[src/verilog/ldr_defs.vh]
`ifndef LDR_DEFS_VH
`define LDR_DEFS_VH
// bus address, seven bits
`define LDR_BUS_ADDR        7'h31
// register offsets
`define LDR_REG_CURRENT     8'h02
`define LDR_REG_PROTECT     8'h03
`define LDR_REG_DIM         8'h04
`define LDR_REG_STATUS      8'h06
// reset values
`define LDR_CURRENT_RST     8'h00
`define LDR_DIM_RST         8'h00
`define LDR_PROT_EN_RST     1'b1
`define LDR_GUARD_DIS_RST   1'b0
`define LDR_GUARD_LATCH_RST 1'b0
// synchroniser idle: bus lines high, status pins low, so no false edge after reset
`define LDR_SYNC_IDLE       10'h300
// protection register fields
`define LDR_PROT_EN_BIT     7
`define LDR_PROT_CLR_BIT    3
`define LDR_GUARD_DIS_BIT   2
`define LDR_GUARD_LATCH_BIT 1
`define LDR_FLAG_BIT        0
// identification field, value arbitrary
`define LDR_MAKER_ID        3'h5
// current code mapping
`define LDR_CODE_ZERO       8'h00
`define LDR_CODE_MIN        8'h20
// dimming modes and mixed-mode threshold (25 percent)
`define LDR_MODE_PWM        2'h0
`define LDR_MODE_DC         2'h1
`define LDR_MODE_MIXED      2'h2
`define LDR_MIX_THRESH      8'h40
`define LDR_DIM_FULL        8'hFF
// timing in 40 MHz system clocks, sized to the counters that use them
// 500 us of switch-node blanking
`define LDR_NODE_BLANK_CYC  16'h4E20
// 100 us between short-string rechecks
`define LDR_GUARD_RETRY_CYC 12'hFA0
// about 26 kHz chopping period, and its share per duty step
`define LDR_DIM_PERIOD_CYC  11'h602
`define LDR_DIM_STEP_CYC    3'h6
`endif

[src/verilog/ldr_dim_pwm.v]
`timescale 1ns/1ps
`include "ldr_defs.vh"
module ldr_dim_pwm (
  input  wire       i_clk_sys,
  input  wire       i_rst,
  input  wire [7:0] i_duty,
  output reg        o_pwm
);
  localparam [10:0] PERIOD = `LDR_DIM_PERIOD_CYC;
  localparam [2:0]  STEP   = `LDR_DIM_STEP_CYC;
  reg  [10:0] cnt;
  wire [10:0] thresh = i_duty * STEP;

  always @(posedge i_clk_sys) begin
    if (i_rst) begin
      cnt   <= 11'h000;
      o_pwm <= 1'b0;
    end else begin
      if (cnt == PERIOD - 11'h001)
        cnt <= 11'h000;
      else
        cnt <= cnt + 11'h001;
      // full code keeps the output high for the whole period
      o_pwm <= (i_duty == `LDR_DIM_FULL) || (cnt < thresh);
    end
  end
endmodule // ldr_dim_pwm

[src/verilog/ldr_smbus_regs.v]
// Operation
// - code zero gives zero channel current
// - codes one to 0x20 give minimum current
// - above 0x20 current rises per code step
// - enabled fault drives fault output
// - protection bit 7 enables fault protection
// - detected fault sets read-only flag bit 0
// - writing one to bit 3 clears flag
// - switch node check armed after blanking
// - over-voltage sink pin turns channel off
// - bit 2 one disables string guard
// - bit 1 selects retry or latch
// - dimming register maps code to duty
// - register dimming only DC or mixed
// - status bit 7 flags zero current code
// - status bits 6:4 fixed maker code
// - write: address, command, data, all acknowledged
// - read: repeated start, data, host acks
// - mode bit selects pin or register dimming
`timescale 1ns/1ps
`include "ldr_defs.vh"
module ldr_smbus_regs #(
  parameter [15:0] P_NODE_BLANK_CYC = `LDR_NODE_BLANK_CYC
) (
  input  wire       i_clk_sys,
  input  wire       i_rst,
  input  wire       i_scl,
  input  wire       i_sda,
  output reg        o_sda_out,
  output reg        o_sda_oe,
  input  wire       i_enable,
  input  wire       i_switch_node_low,
  input  wire       i_switch_node_high,
  input  wire [3:0] i_channel_sink_pin_over,
  input  wire       i_dim_pin,
  input  wire       i_dim_src_reg,
  input  wire [1:0] i_dim_mode,
  output wire       o_fault,
  output wire [3:0] o_channel_on,
  output reg  [7:0] o_current_code,
  output reg  [7:0] o_dim_level,
  output reg        o_dim_pwm
);
  localparam [6:0] S_IDLE = 7'h01;
  localparam [6:0] S_ADDR = 7'h02;
  localparam [6:0] S_CMD  = 7'h04;
  localparam [6:0] S_WR   = 7'h08;
  localparam [6:0] S_ACK  = 7'h10;
  localparam [6:0] S_RD   = 7'h20;
  localparam [6:0] S_RACK = 7'h40;
  localparam [11:0] RETRY = `LDR_GUARD_RETRY_CYC;

  // two-stage synchronisers; stage one is read only by stage two
  reg [9:0] sync1, sync2;
  reg       scl_d, sda_d;
  always @(posedge i_clk_sys) begin
    if (i_rst) begin
      sync1 <= `LDR_SYNC_IDLE;
      sync2 <= `LDR_SYNC_IDLE;
      scl_d <= 1'b1;
      sda_d <= 1'b1;
    end else begin
      sync1 <= {i_scl, i_sda, i_enable, i_switch_node_low, i_switch_node_high,
                i_channel_sink_pin_over, i_dim_pin};
      sync2 <= sync1;
      scl_d <= sync2[9];
      sda_d <= sync2[8];
    end
  end
  wire       scl_s   = sync2[9];
  wire       sda_s   = sync2[8];
  wire       en_s    = sync2[7];
  wire       node_lo_s = sync2[6];
  wire       node_hi_s = sync2[5];
  wire [3:0] over_s  = sync2[4:1];
  wire       pin_s   = sync2[0];

  wire scl_rise = scl_s & ~scl_d;
  wire scl_fall = ~scl_s & scl_d;
  wire start_ev = scl_s & scl_d & sda_d & ~sda_s;
  wire stop_ev  = scl_s & scl_d & ~sda_d & sda_s;

  // register storage
  reg [7:0] current_code, dim_duty;
  reg       prot_en, guard_dis, guard_latch, fault_flag;
  reg [6:0] state, after_ack;
  reg [3:0] bitcnt;
  reg [7:0] shreg, ptr, wr_addr, wr_data;
  reg       host_ack, wr_stb;
  reg [7:0] rd_word;
  always @* begin
    rd_word = 8'h00;
    case (ptr)
      `LDR_REG_CURRENT: rd_word = current_code;
      `LDR_REG_PROTECT: rd_word = {prot_en, 4'h0, guard_dis, guard_latch, fault_flag};
      `LDR_REG_DIM:     rd_word = dim_duty;
      `LDR_REG_STATUS:  rd_word = {(current_code == `LDR_CODE_ZERO), `LDR_MAKER_ID, 4'h0};
      default:          rd_word = 8'h00;
    endcase
  end

  always @(posedge i_clk_sys) begin
    if (i_rst) begin
      state     <= S_IDLE;
      after_ack <= S_IDLE;
      bitcnt    <= 4'h0;
      shreg     <= 8'h00;
      ptr       <= 8'h00;
      host_ack  <= 1'b0;
      o_sda_out <= 1'b0;
      o_sda_oe  <= 1'b0;
      wr_stb    <= 1'b0;
      wr_addr   <= 8'h00;
      wr_data   <= 8'h00;
    end else begin
      wr_stb    <= 1'b0;
      o_sda_out <= 1'b0;
      if (start_ev) begin
        // a repeated start lands here too
        state    <= S_ADDR;
        bitcnt   <= 4'h0;
        o_sda_oe <= 1'b0;
      end else if (stop_ev) begin
        state    <= S_IDLE;
        o_sda_oe <= 1'b0;
      end else begin
        if (scl_rise && (state == S_ADDR || state == S_CMD || state == S_WR)) begin
          shreg  <= {shreg[6:0], sda_s};
          bitcnt <= bitcnt + 4'h1;
        end
        case (state)
          S_IDLE: begin
            o_sda_oe <= 1'b0;
          end
          S_ADDR: begin
            if (scl_fall && bitcnt == 4'h8) begin
              if (shreg[7:1] == `LDR_BUS_ADDR) begin
                o_sda_oe  <= 1'b1;
                state     <= S_ACK;
                after_ack <= shreg[0] ? S_RD : S_CMD;
              end else begin
                state <= S_IDLE;
              end
            end
          end
          S_CMD: begin
            if (scl_fall && bitcnt == 4'h8) begin
              ptr       <= shreg;
              o_sda_oe  <= 1'b1;
              state     <= S_ACK;
              after_ack <= S_WR;
            end
          end
          S_WR: begin
            if (scl_fall && bitcnt == 4'h8) begin
              wr_stb    <= 1'b1;
              wr_addr   <= ptr;
              wr_data   <= shreg;
              ptr       <= ptr + 8'h01;
              o_sda_oe  <= 1'b1;
              state     <= S_ACK;
              after_ack <= S_WR;
            end
          end
          S_ACK: begin
            if (scl_fall) begin
              bitcnt <= 4'h0;
              state  <= after_ack;
              if (after_ack == S_RD) begin
                shreg    <= {rd_word[6:0], 1'b0};
                o_sda_oe <= ~rd_word[7];
                bitcnt   <= 4'h1;
              end else begin
                o_sda_oe <= 1'b0;
              end
            end
          end
          S_RD: begin
            if (scl_fall) begin
              if (bitcnt == 4'h8) begin
                o_sda_oe <= 1'b0;
                state    <= S_RACK;
                ptr      <= ptr + 8'h01;
              end else begin
                o_sda_oe <= ~shreg[7];
                shreg    <= {shreg[6:0], 1'b0};
                bitcnt   <= bitcnt + 4'h1;
              end
            end
          end
          S_RACK: begin
            if (scl_rise)
              host_ack <= ~sda_s;
            if (scl_fall) begin
              if (host_ack) begin
                shreg    <= {rd_word[6:0], 1'b0};
                o_sda_oe <= ~rd_word[7];
                bitcnt   <= 4'h1;
                state    <= S_RD;
              end else begin
                state <= S_IDLE;
              end
            end
          end
          default: begin
            state    <= S_IDLE;
            o_sda_oe <= 1'b0;
          end
        endcase
      end
    end
  end
  // switch-node blanking after enable
  reg [15:0] blank_cnt;
  reg        node_armed;
  always @(posedge i_clk_sys) begin
    if (i_rst || !en_s) begin
      blank_cnt  <= 16'h0000;
      node_armed <= 1'b0;
    end else begin
      if (blank_cnt != P_NODE_BLANK_CYC)
        blank_cnt <= blank_cnt + 16'h0001;
      node_armed <= (blank_cnt == P_NODE_BLANK_CYC);
    end
  end

  wire fault_set = prot_en & node_armed & (node_lo_s | node_hi_s);
  wire fault_clr = wr_stb & (wr_addr == `LDR_REG_PROTECT) & wr_data[`LDR_PROT_CLR_BIT];

  always @(posedge i_clk_sys) begin
    if (i_rst) begin
      current_code <= `LDR_CURRENT_RST;
      dim_duty     <= `LDR_DIM_RST;
      prot_en      <= `LDR_PROT_EN_RST;
      guard_dis    <= `LDR_GUARD_DIS_RST;
      guard_latch  <= `LDR_GUARD_LATCH_RST;
      fault_flag   <= 1'b0;
    end else begin
      if (wr_stb && wr_addr == `LDR_REG_CURRENT)
        current_code <= wr_data;
      if (wr_stb && wr_addr == `LDR_REG_DIM)
        dim_duty <= wr_data;
      if (wr_stb && wr_addr == `LDR_REG_PROTECT) begin
        prot_en   <= wr_data[`LDR_PROT_EN_BIT];
        guard_dis   <= wr_data[`LDR_GUARD_DIS_BIT];
        guard_latch <= wr_data[`LDR_GUARD_LATCH_BIT];
      end
      fault_flag <= fault_set | (fault_flag & ~fault_clr);
    end
  end

  assign o_fault = fault_flag;

  always @(posedge i_clk_sys) begin
    if (i_rst)
      o_current_code <= `LDR_CODE_ZERO;
    else if (current_code == `LDR_CODE_ZERO)
      o_current_code <= `LDR_CODE_ZERO;
    else if (current_code < `LDR_CODE_MIN)
      o_current_code <= `LDR_CODE_MIN;
    else
      o_current_code <= current_code;
  end

  genvar g;
  generate
    for (g = 0; g < 4; g = g + 1) begin : g_chan
      reg        ch_on;
      reg [11:0] retry_cnt;
      always @(posedge i_clk_sys) begin
        if (i_rst || guard_dis) begin
          ch_on     <= 1'b1;
          retry_cnt <= 12'h000;
        end else if (ch_on && over_s[g]) begin
          ch_on     <= 1'b0;
          retry_cnt <= RETRY;
        end else if (!ch_on && !guard_latch) begin
          if (retry_cnt == 12'h000)
            ch_on <= 1'b1;
          else
            retry_cnt <= retry_cnt - 12'h001;
        end
      end
      assign o_channel_on[g] = ch_on;
    end
  endgenerate

  // dimming source and mode
  wire use_reg = i_dim_src_reg && (i_dim_mode == `LDR_MODE_DC || i_dim_mode == `LDR_MODE_MIXED);
  wire pwm_reg;
  ldr_dim_pwm ldr_dim_pwm_i (
    .i_clk_sys (i_clk_sys),
    .i_rst     (i_rst),
    .i_duty    (dim_duty),
    .o_pwm     (pwm_reg)
  );

  always @(posedge i_clk_sys) begin
    if (i_rst) begin
      o_dim_level <= `LDR_DIM_FULL;
      o_dim_pwm   <= 1'b0;
    end else if (!use_reg) begin
      o_dim_level <= `LDR_DIM_FULL;
      o_dim_pwm   <= pin_s;
    end else if (i_dim_mode == `LDR_MODE_MIXED && dim_duty < `LDR_MIX_THRESH) begin
      // low duty chops at fixed rate
      o_dim_level <= `LDR_DIM_FULL;
      o_dim_pwm   <= pwm_reg;
    end else begin
      o_dim_level <= dim_duty;
      o_dim_pwm   <= 1'b1;
    end
  end
endmodule // ldr_smbus_regs

[config.mk]
export PLATFORM = sky130hd
export DESIGN_NAME = ldr_smbus_regs
export DESIGN_NICKNAME = d
export VERILOG_FILES = /design/src/verilog/ldr_dim_pwm.v /design/src/verilog/ldr_smbus_regs.v
export VERILOG_INCLUDE_DIRS = /design/src /design/src/verilog
export SDC_FILE = /design/constraint.sdc
export NUM_CORES = 1
export LEC_CHECK = 0
export ABC_CLOCK_PERIOD_IN_PS = 4500
export CORE_MARGIN = 2
export CORE_UTILIZATION = 57
export CTS_BUF_LIST = sky130_fd_sc_hd__clkbuf_8
export CTS_CLUSTER_DIAMETER = 80
export DETAILED_ROUTE_END_ITERATION = 16
export DONT_BUFFER_PORTS = 1
export PLACE_DENSITY = 0.72
export SLEW_MARGIN = 15
export SYNTH_ARGS = -nofsm -noshare
export SYNTH_HDL_FRONTEND = slang
export SYNTH_SLANG_ARGS = --single-unit
[constraint.sdc]
create_clock -name i_clk_sys -period 4.5 [get_ports i_clk_sys]
set_input_delay 0.675 -clock i_clk_sys [delete_from_list [all_inputs] [get_ports i_clk_sys]]
set_output_delay 0.675 -clock i_clk_sys [all_outputs]
set_load 0.005 [all_outputs]
# After elaboration in Yosys (flattened, before gate mapping)
# Index checks and enable logic that the tools add are counted.
dict set report classes {
  addsub 8
  n_mul 1
  div_mod_pow 0
  magnitude_cmp 3
  eq_ne 44
  shift 0
  muxes 76
  n_bitwise 30
  n_reduce_logical 74
}
# operator n
set op_table {}
lappend op_table {{12-bit two-way mux} 12}
lappend op_table {{8-bit two-way mux} 11}
lappend op_table {{7-bit two-way mux} 9}
lappend op_table {{12-bit zero test} 4}
lappend op_table {{8-bit one-hot mux with 3 select lines} 2}
lappend op_table {{12-bit by 1-bit subtractor with 12-bit output, second input constant} 4}
lappend op_table {{7-bit one-hot mux with 6 select lines} 1}
lappend op_table {{8-bit by 2-bit equality test with 1-bit output, second input constant} 4}
lappend op_table {{8-bit one-hot mux with 4 select lines} 1}
lappend op_table {{7-bit AND reduction} 4}
lappend op_table {{2-bit AND reduction} 13}
lappend op_table {{1-bit two-way mux} 25}
lappend op_table {{8-bit by 3-bit equality test with 1-bit output, second input constant} 3}
lappend op_table {{4-bit two-way mux} 6}
lappend op_table {{7-bit by 6-bit equality test with 1-bit output, second input constant} 3}
lappend op_table {{6-bit two-way mux} 3}
lappend op_table {{2-bit inequality test, second input constant} 9}
lappend op_table {{2-bit nonzero test} 9}
lappend op_table {{16-bit by 1-bit adder with 16-bit output, second input constant} 1}
lappend op_table {{16-bit by 15-bit equality test with 1-bit output, second input constant} 1}
lappend op_table {{16-bit by 15-bit inequality test with 1-bit output, second input constant} 1}
lappend op_table {{4-bit inequality test, second input constant} 4}
lappend op_table {{1-bit NOT} 16}
lappend op_table {{2-bit OR reduction} 8}
lappend op_table {{38 further kinds} 82}
dict set report word_totals {
  regBits 193
  latch_bits 0
  ramBits 0
  mem_bits_ro 0
  elab_cells 277
  mem_count 0
}

# Depth between registers and ports, before layout
dict set report logic_depth {
  ltp_word 8
  depth_mapped 15
  mapped_depth_nobuf 15
}

# Modules after synthesis
# From an unflattened synthesis, not the netlist that was laid out.
dict set report hier_totals {
  cells_unflattened 1084
  hier_area_um2 9457.8
}
# mod n_inst cells_each area_each_um2
set by_module_without_submodules {}
lappend by_module_without_submodules {ldr_smbus_regs 1 962 8434.3}
lappend by_module_without_submodules {ldr_dim_pwm 1 122 1023.5}

# Least setup slack after synthesis
# OpenSTA, ideal clock, no wires.
dict set report synth_path {
  kind {flip-flop to flip-flop}
  startpoint {reg dim_duty[1]}
  endpoint {reg ldr_dim_pwm_i.o_pwm}
  setup_ns 0.060
  arrival_time_ns 2.427
  required_ns 4.440
  slack_ns 2.013
  path_stages_with_launch 15
  path_buffers 0
  cell_sequence {dfxtp_1 ha_1 inv_1 fa_1 nor2b_1 o21ai_0 nand2b_1 a21o_1 a21o_1 xnor2_1 ha_1 a2111oi_0 a31oi_1 o21ai_0 a32o_1}
}
dict set report synth_between {
  elab_chain_len 3
}
# item line_no
set synth_lines {}
lappend synth_lines {{start: declaration} ldr_smbus_regs.v:84} ;# reg [7:0] current_code, dim_duty;
lappend synth_lines {{start signal: assignment} ldr_smbus_regs.v:233} ;# dim_duty <= `LDR_DIM_RST;
lappend synth_lines {{start signal: assignment} ldr_smbus_regs.v:242} ;# dim_duty <= wr_data;
lappend synth_lines {{8-bit by 2-bit multiplier with 10-bit output} ldr_dim_pwm.v:12} ;# wire [10:0] thresh = i_duty * STEP;
lappend synth_lines {{11-bit less-than comparator} ldr_dim_pwm.v:24} ;# o_pwm <= (i_duty == `LDR_DIM_FULL) || (cnt < thresh);
lappend synth_lines {{1-bit logical OR (*)} ldr_dim_pwm.v:24}
lappend synth_lines {{end signal: assignment} ldr_dim_pwm.v:24}
lappend synth_lines {{end: declaration} ldr_dim_pwm.v:7} ;# output reg o_pwm
# Mark *: on every way between the ends. The rest lies on a longest branch, timed or not.
# A chain may end at the register's enable or synchronous reset.

# Worst setup path after layout
dict set report layout_path {
  startpoint {reg dim_duty[0]}
  endpoint {reg ldr_dim_pwm_i.o_pwm}
}
# The elaborated chain is that of the path after synthesis.

==> results.md <==
* Outcome: completed
* CTS tree: yes
* Crit-path max cell delay at 0.42 ns
* Cell taking the most area after synthesis: dfxtp_1
* Total iterations of the first detailed-routing run at 5
* Residual DRC at 0
* Startpoint types: flop
* Synth top area cells: dfxtp_1, nor2_1, ha_1, mux2i_1, a21oi_1
* Fmax at 359 MHz
* Hold Buf Count CTS at 0
* Slew HR at around 23%
* CTS root buf: clkbuf_8
* Dpl hpwl at about 13 mm
* 1st-iter DRT viols at 415
* Mapped Avg Cell Area at 8.75 sq um
* Final Instance Area at 9520 sq um
* Max FO, Critical Path at 5
* Largest net degree at the start of global routing at 88
* Internal at 2.37 mW
* Worst Path Class, Setup: flop to flop
* CTS buffer count at 17
* Total GRT Usage at a little under a quarter
* Die Wd at 130 microns
* Mapped Cells at 1027
* Critical Path AT at 3.21 ns
* H-tree depth at 4
* Least-Margin Pin Slew at between 1 and 1.5 ns
* Initial Util at between 50 and 60%
* Predominant post-synthesis flop cell: dfxtp_1
* Hold Path Class: input pin to flop
* Ant. Diodes at 0
* PwrDens at around 340 nW/um^2
* Final setup vio count at 0
* RSZ-0062 raised after global routing: false
* Row count at 45
* Synth top area share at 42.3%
* Pins over their slew limit at 0
* Nets at between 1k and 1.5k
* Port Buffer Count at 0
* Clk buf depth at 2
* Vias per inst at 5.61
* Clk sinks at 190
* Register area at approximately 3800 sq um
* Setup crit end kind: flop
* Flops & latches, synth at 190
* Tmin final at 2.78 ns
* Post-cts sizing count at 0
* Die Height at 130 microns
* Worst path slowest cell: dfxtp_1
* Leak Pwr at 3.59 nW
* Fin Setup TNS at 0 ns
* IO Pins at 39
* First-pass GRT wire length at 31.1 mm
* Fin crit share at 61.9%
* GPL Wtd Cong at 0.932
* Sequential share of power at 55.4%
* Synth warnings at 0
* Worst clock skew at 0.0188 ns
* Vias in the first global route at 6423
* Total net switching power at 0.866 mW
* Final wirelength at ~19 mm
* Synthesized cell area at 8990 sq um
* Area occupied by multi-input gates at 4900 sq um
* Post-synthesis sequential area ratio at 42.3%
* Initial antenna violation count at 0
* Drt wl/cell at around 15 microns
* CP Data Required Time at 4.93 ns
* Crit-path cells: ha_1 -> inv_1 -> fa_1 -> nor2b_1 -> o21ai_0 -> nand2b_1 -> a21o_1 -> a21o_1 -> xnor2_1 -> ha_1 -> a2111oi_0 -> a31oi_1 -> o21ai_0 -> a32o_1
* Via count at 6932
* Post-CTS setup buffers at 0
* Peak supply drop at 288 uV
* # fillers at 1327
* Post-synthesis cell type count at 77
* Asr flop ratio synth at 0%
* Final Hold Viols at 0
* Max Cap Viol at 0
* Worst-path clk slew at 0.10 ns
* Gate power share at 8.7%
* Gr ovfl total at 0
* Clk Latency, worst-skew pair at 0.48 ns
* Net Count, Synth at 1078
* Clock power frac at about 36%
* Share of cells above drive strength 1 at under 10%
* Sw Share at 26.7%
* Number of synthesized flops with an enable pin at 0
* Area grow syn2layout at 5.88%
* CORE AREA at approximately 15000 sq um
* Antenna viol nets, final at 0
* DP Area at roughly 9100 sq um
* Total die area at ~17000 sq um
## cell usage in the layout (no fill, tap or decap), drive strengths merged, types with 30 or more instances in the layout
cell type / instances
ha: 35
nand2: 81
nand3: 39
dfxtp: 190
xnor2: 30
inv: 35
nor2b: 31
a21oi: 66
mux2i: 40
o21ai: 30
xor2: 35
nor2: 162
## area by class of cell
cell class                 count  area share [%]
multi-input combinational    769            51.5
sequential                   190            40.0
tap                          211            2.77
clock buffer                  17            2.46
clock inverter                15            1.85
inverter                      30            1.18
timing repair buffer           3           0.237
## worst paths after layout
check	startpoint	end	slack [ns]	cells past startpoint
max reg2reg	dim_duty[0]$_SDFFE_PP0P_	ldr_dim_pwm_i.o_pwm$_SDFF_PP0_	1.72	14
min	i_rst	sync2[4]$_SDFF_PP0_	0.26	1
max	dim_duty[0]$_SDFFE_PP0P_	ldr_dim_pwm_i.o_pwm$_SDFF_PP0_	1.72	14
min reg2reg	sync1[8]$_SDFF_PP1_	sync2[8]$_SDFF_PP1_	0.42	1
## kinds of logic after synthesis
group / synth area share, %
AOI/OAI and AO/OA: 12.1
xor gates and xnor gates: 6.33
adders and majority gates: 5.10
buffers and inverters: 3.27
DFF: 42.3
muxes: 5.33
other: 0.0417
and+or+nand+nor: 25.5
## registers in the layout, summed over array words and instances (netlist names), 4 cells and up
| register | cells |
|---|---|
| shreg | 8 |
| state | 7 |
| g_chan.retry_cnt | 48 |
| current_code | 8 |
| sync1 | 10 |
| g_chan.ch_on | 4 |
| sync2 | 10 |
| wr_addr | 8 |
| blank_cnt | 16 |
| bitcnt | 4 |
| dim_duty | 8 |
| o_dim_level | 8 |
| o_current_code | 8 |
| after_ack | 4 |
| wr_data | 8 |
| ptr | 8 |
| ldr_dim_pwm_i.cnt | 11 |
## routing by layer
layer  up-vias  global-route usage [%]  share of wire, %
met4         0                    6.64               1.1
met2       132                    36.3                45
li1       3526                       -                 -
met5         -                       0                 0
met1      3252                    31.9                50
met3        22                    5.00               4.1
## cell usage after synthesis, drive strengths merged (29+ instances only)
library cell	n
xor2	35
nand2	81
mux2i	40
o21ai	30
xnor2	30
dfxtp	190
nor2	162
a21oi	66
nor2b	31
inv	29
nand3	39
ha	35
## critical path, delay by kind of cell, from the launching register on
| kind | cells | cell delay (ns) |
|---|---|---|
| buffers and inverters | 1 | 0.06 |
| XOR/XNOR | 1 | 0.08 |
| adder cells (fa/ha/maj) | 3 | 0.80 |
| AO/OA/AOI/OAI | 7 | 1.14 |
| AND/OR/NAND/NOR | 2 | 0.24 |
| flip-flops | 1 | 0.42 |
## power by group through the flow
stage | Combinational (mW) | Sequential (mW) | Clock, mW
6_report | 0.281 | 1.80 | 1.16
5_1_grt | 0.318 | 1.80 | 1.26
4_1_cts | 0.281 | 1.79 | 1.19
3_5_place_dp | 0.279 | 1.83 | 0
3_3_place_gp | 0.275 | 1.83 | 0
2_1_floorplan | 0.251 | 1.82 | 0
## metrics by stage
step                utilization (%)  std cells  setup WS, ns  hold slack (ns)  total power [mW]
floorplan                         -       1027          2.01            0.389              2.07
global placement               59.5       1203          1.84            0.391              2.11
detailed placement             59.5       1203          1.77            0.397              2.11
CTS                            62.1       1235          1.74            0.233              3.26
global route                   62.1       1235          1.46            0.224              3.38
finish                         62.1       1235          1.72            0.262              3.24
(Power assumes the default switching activity.)
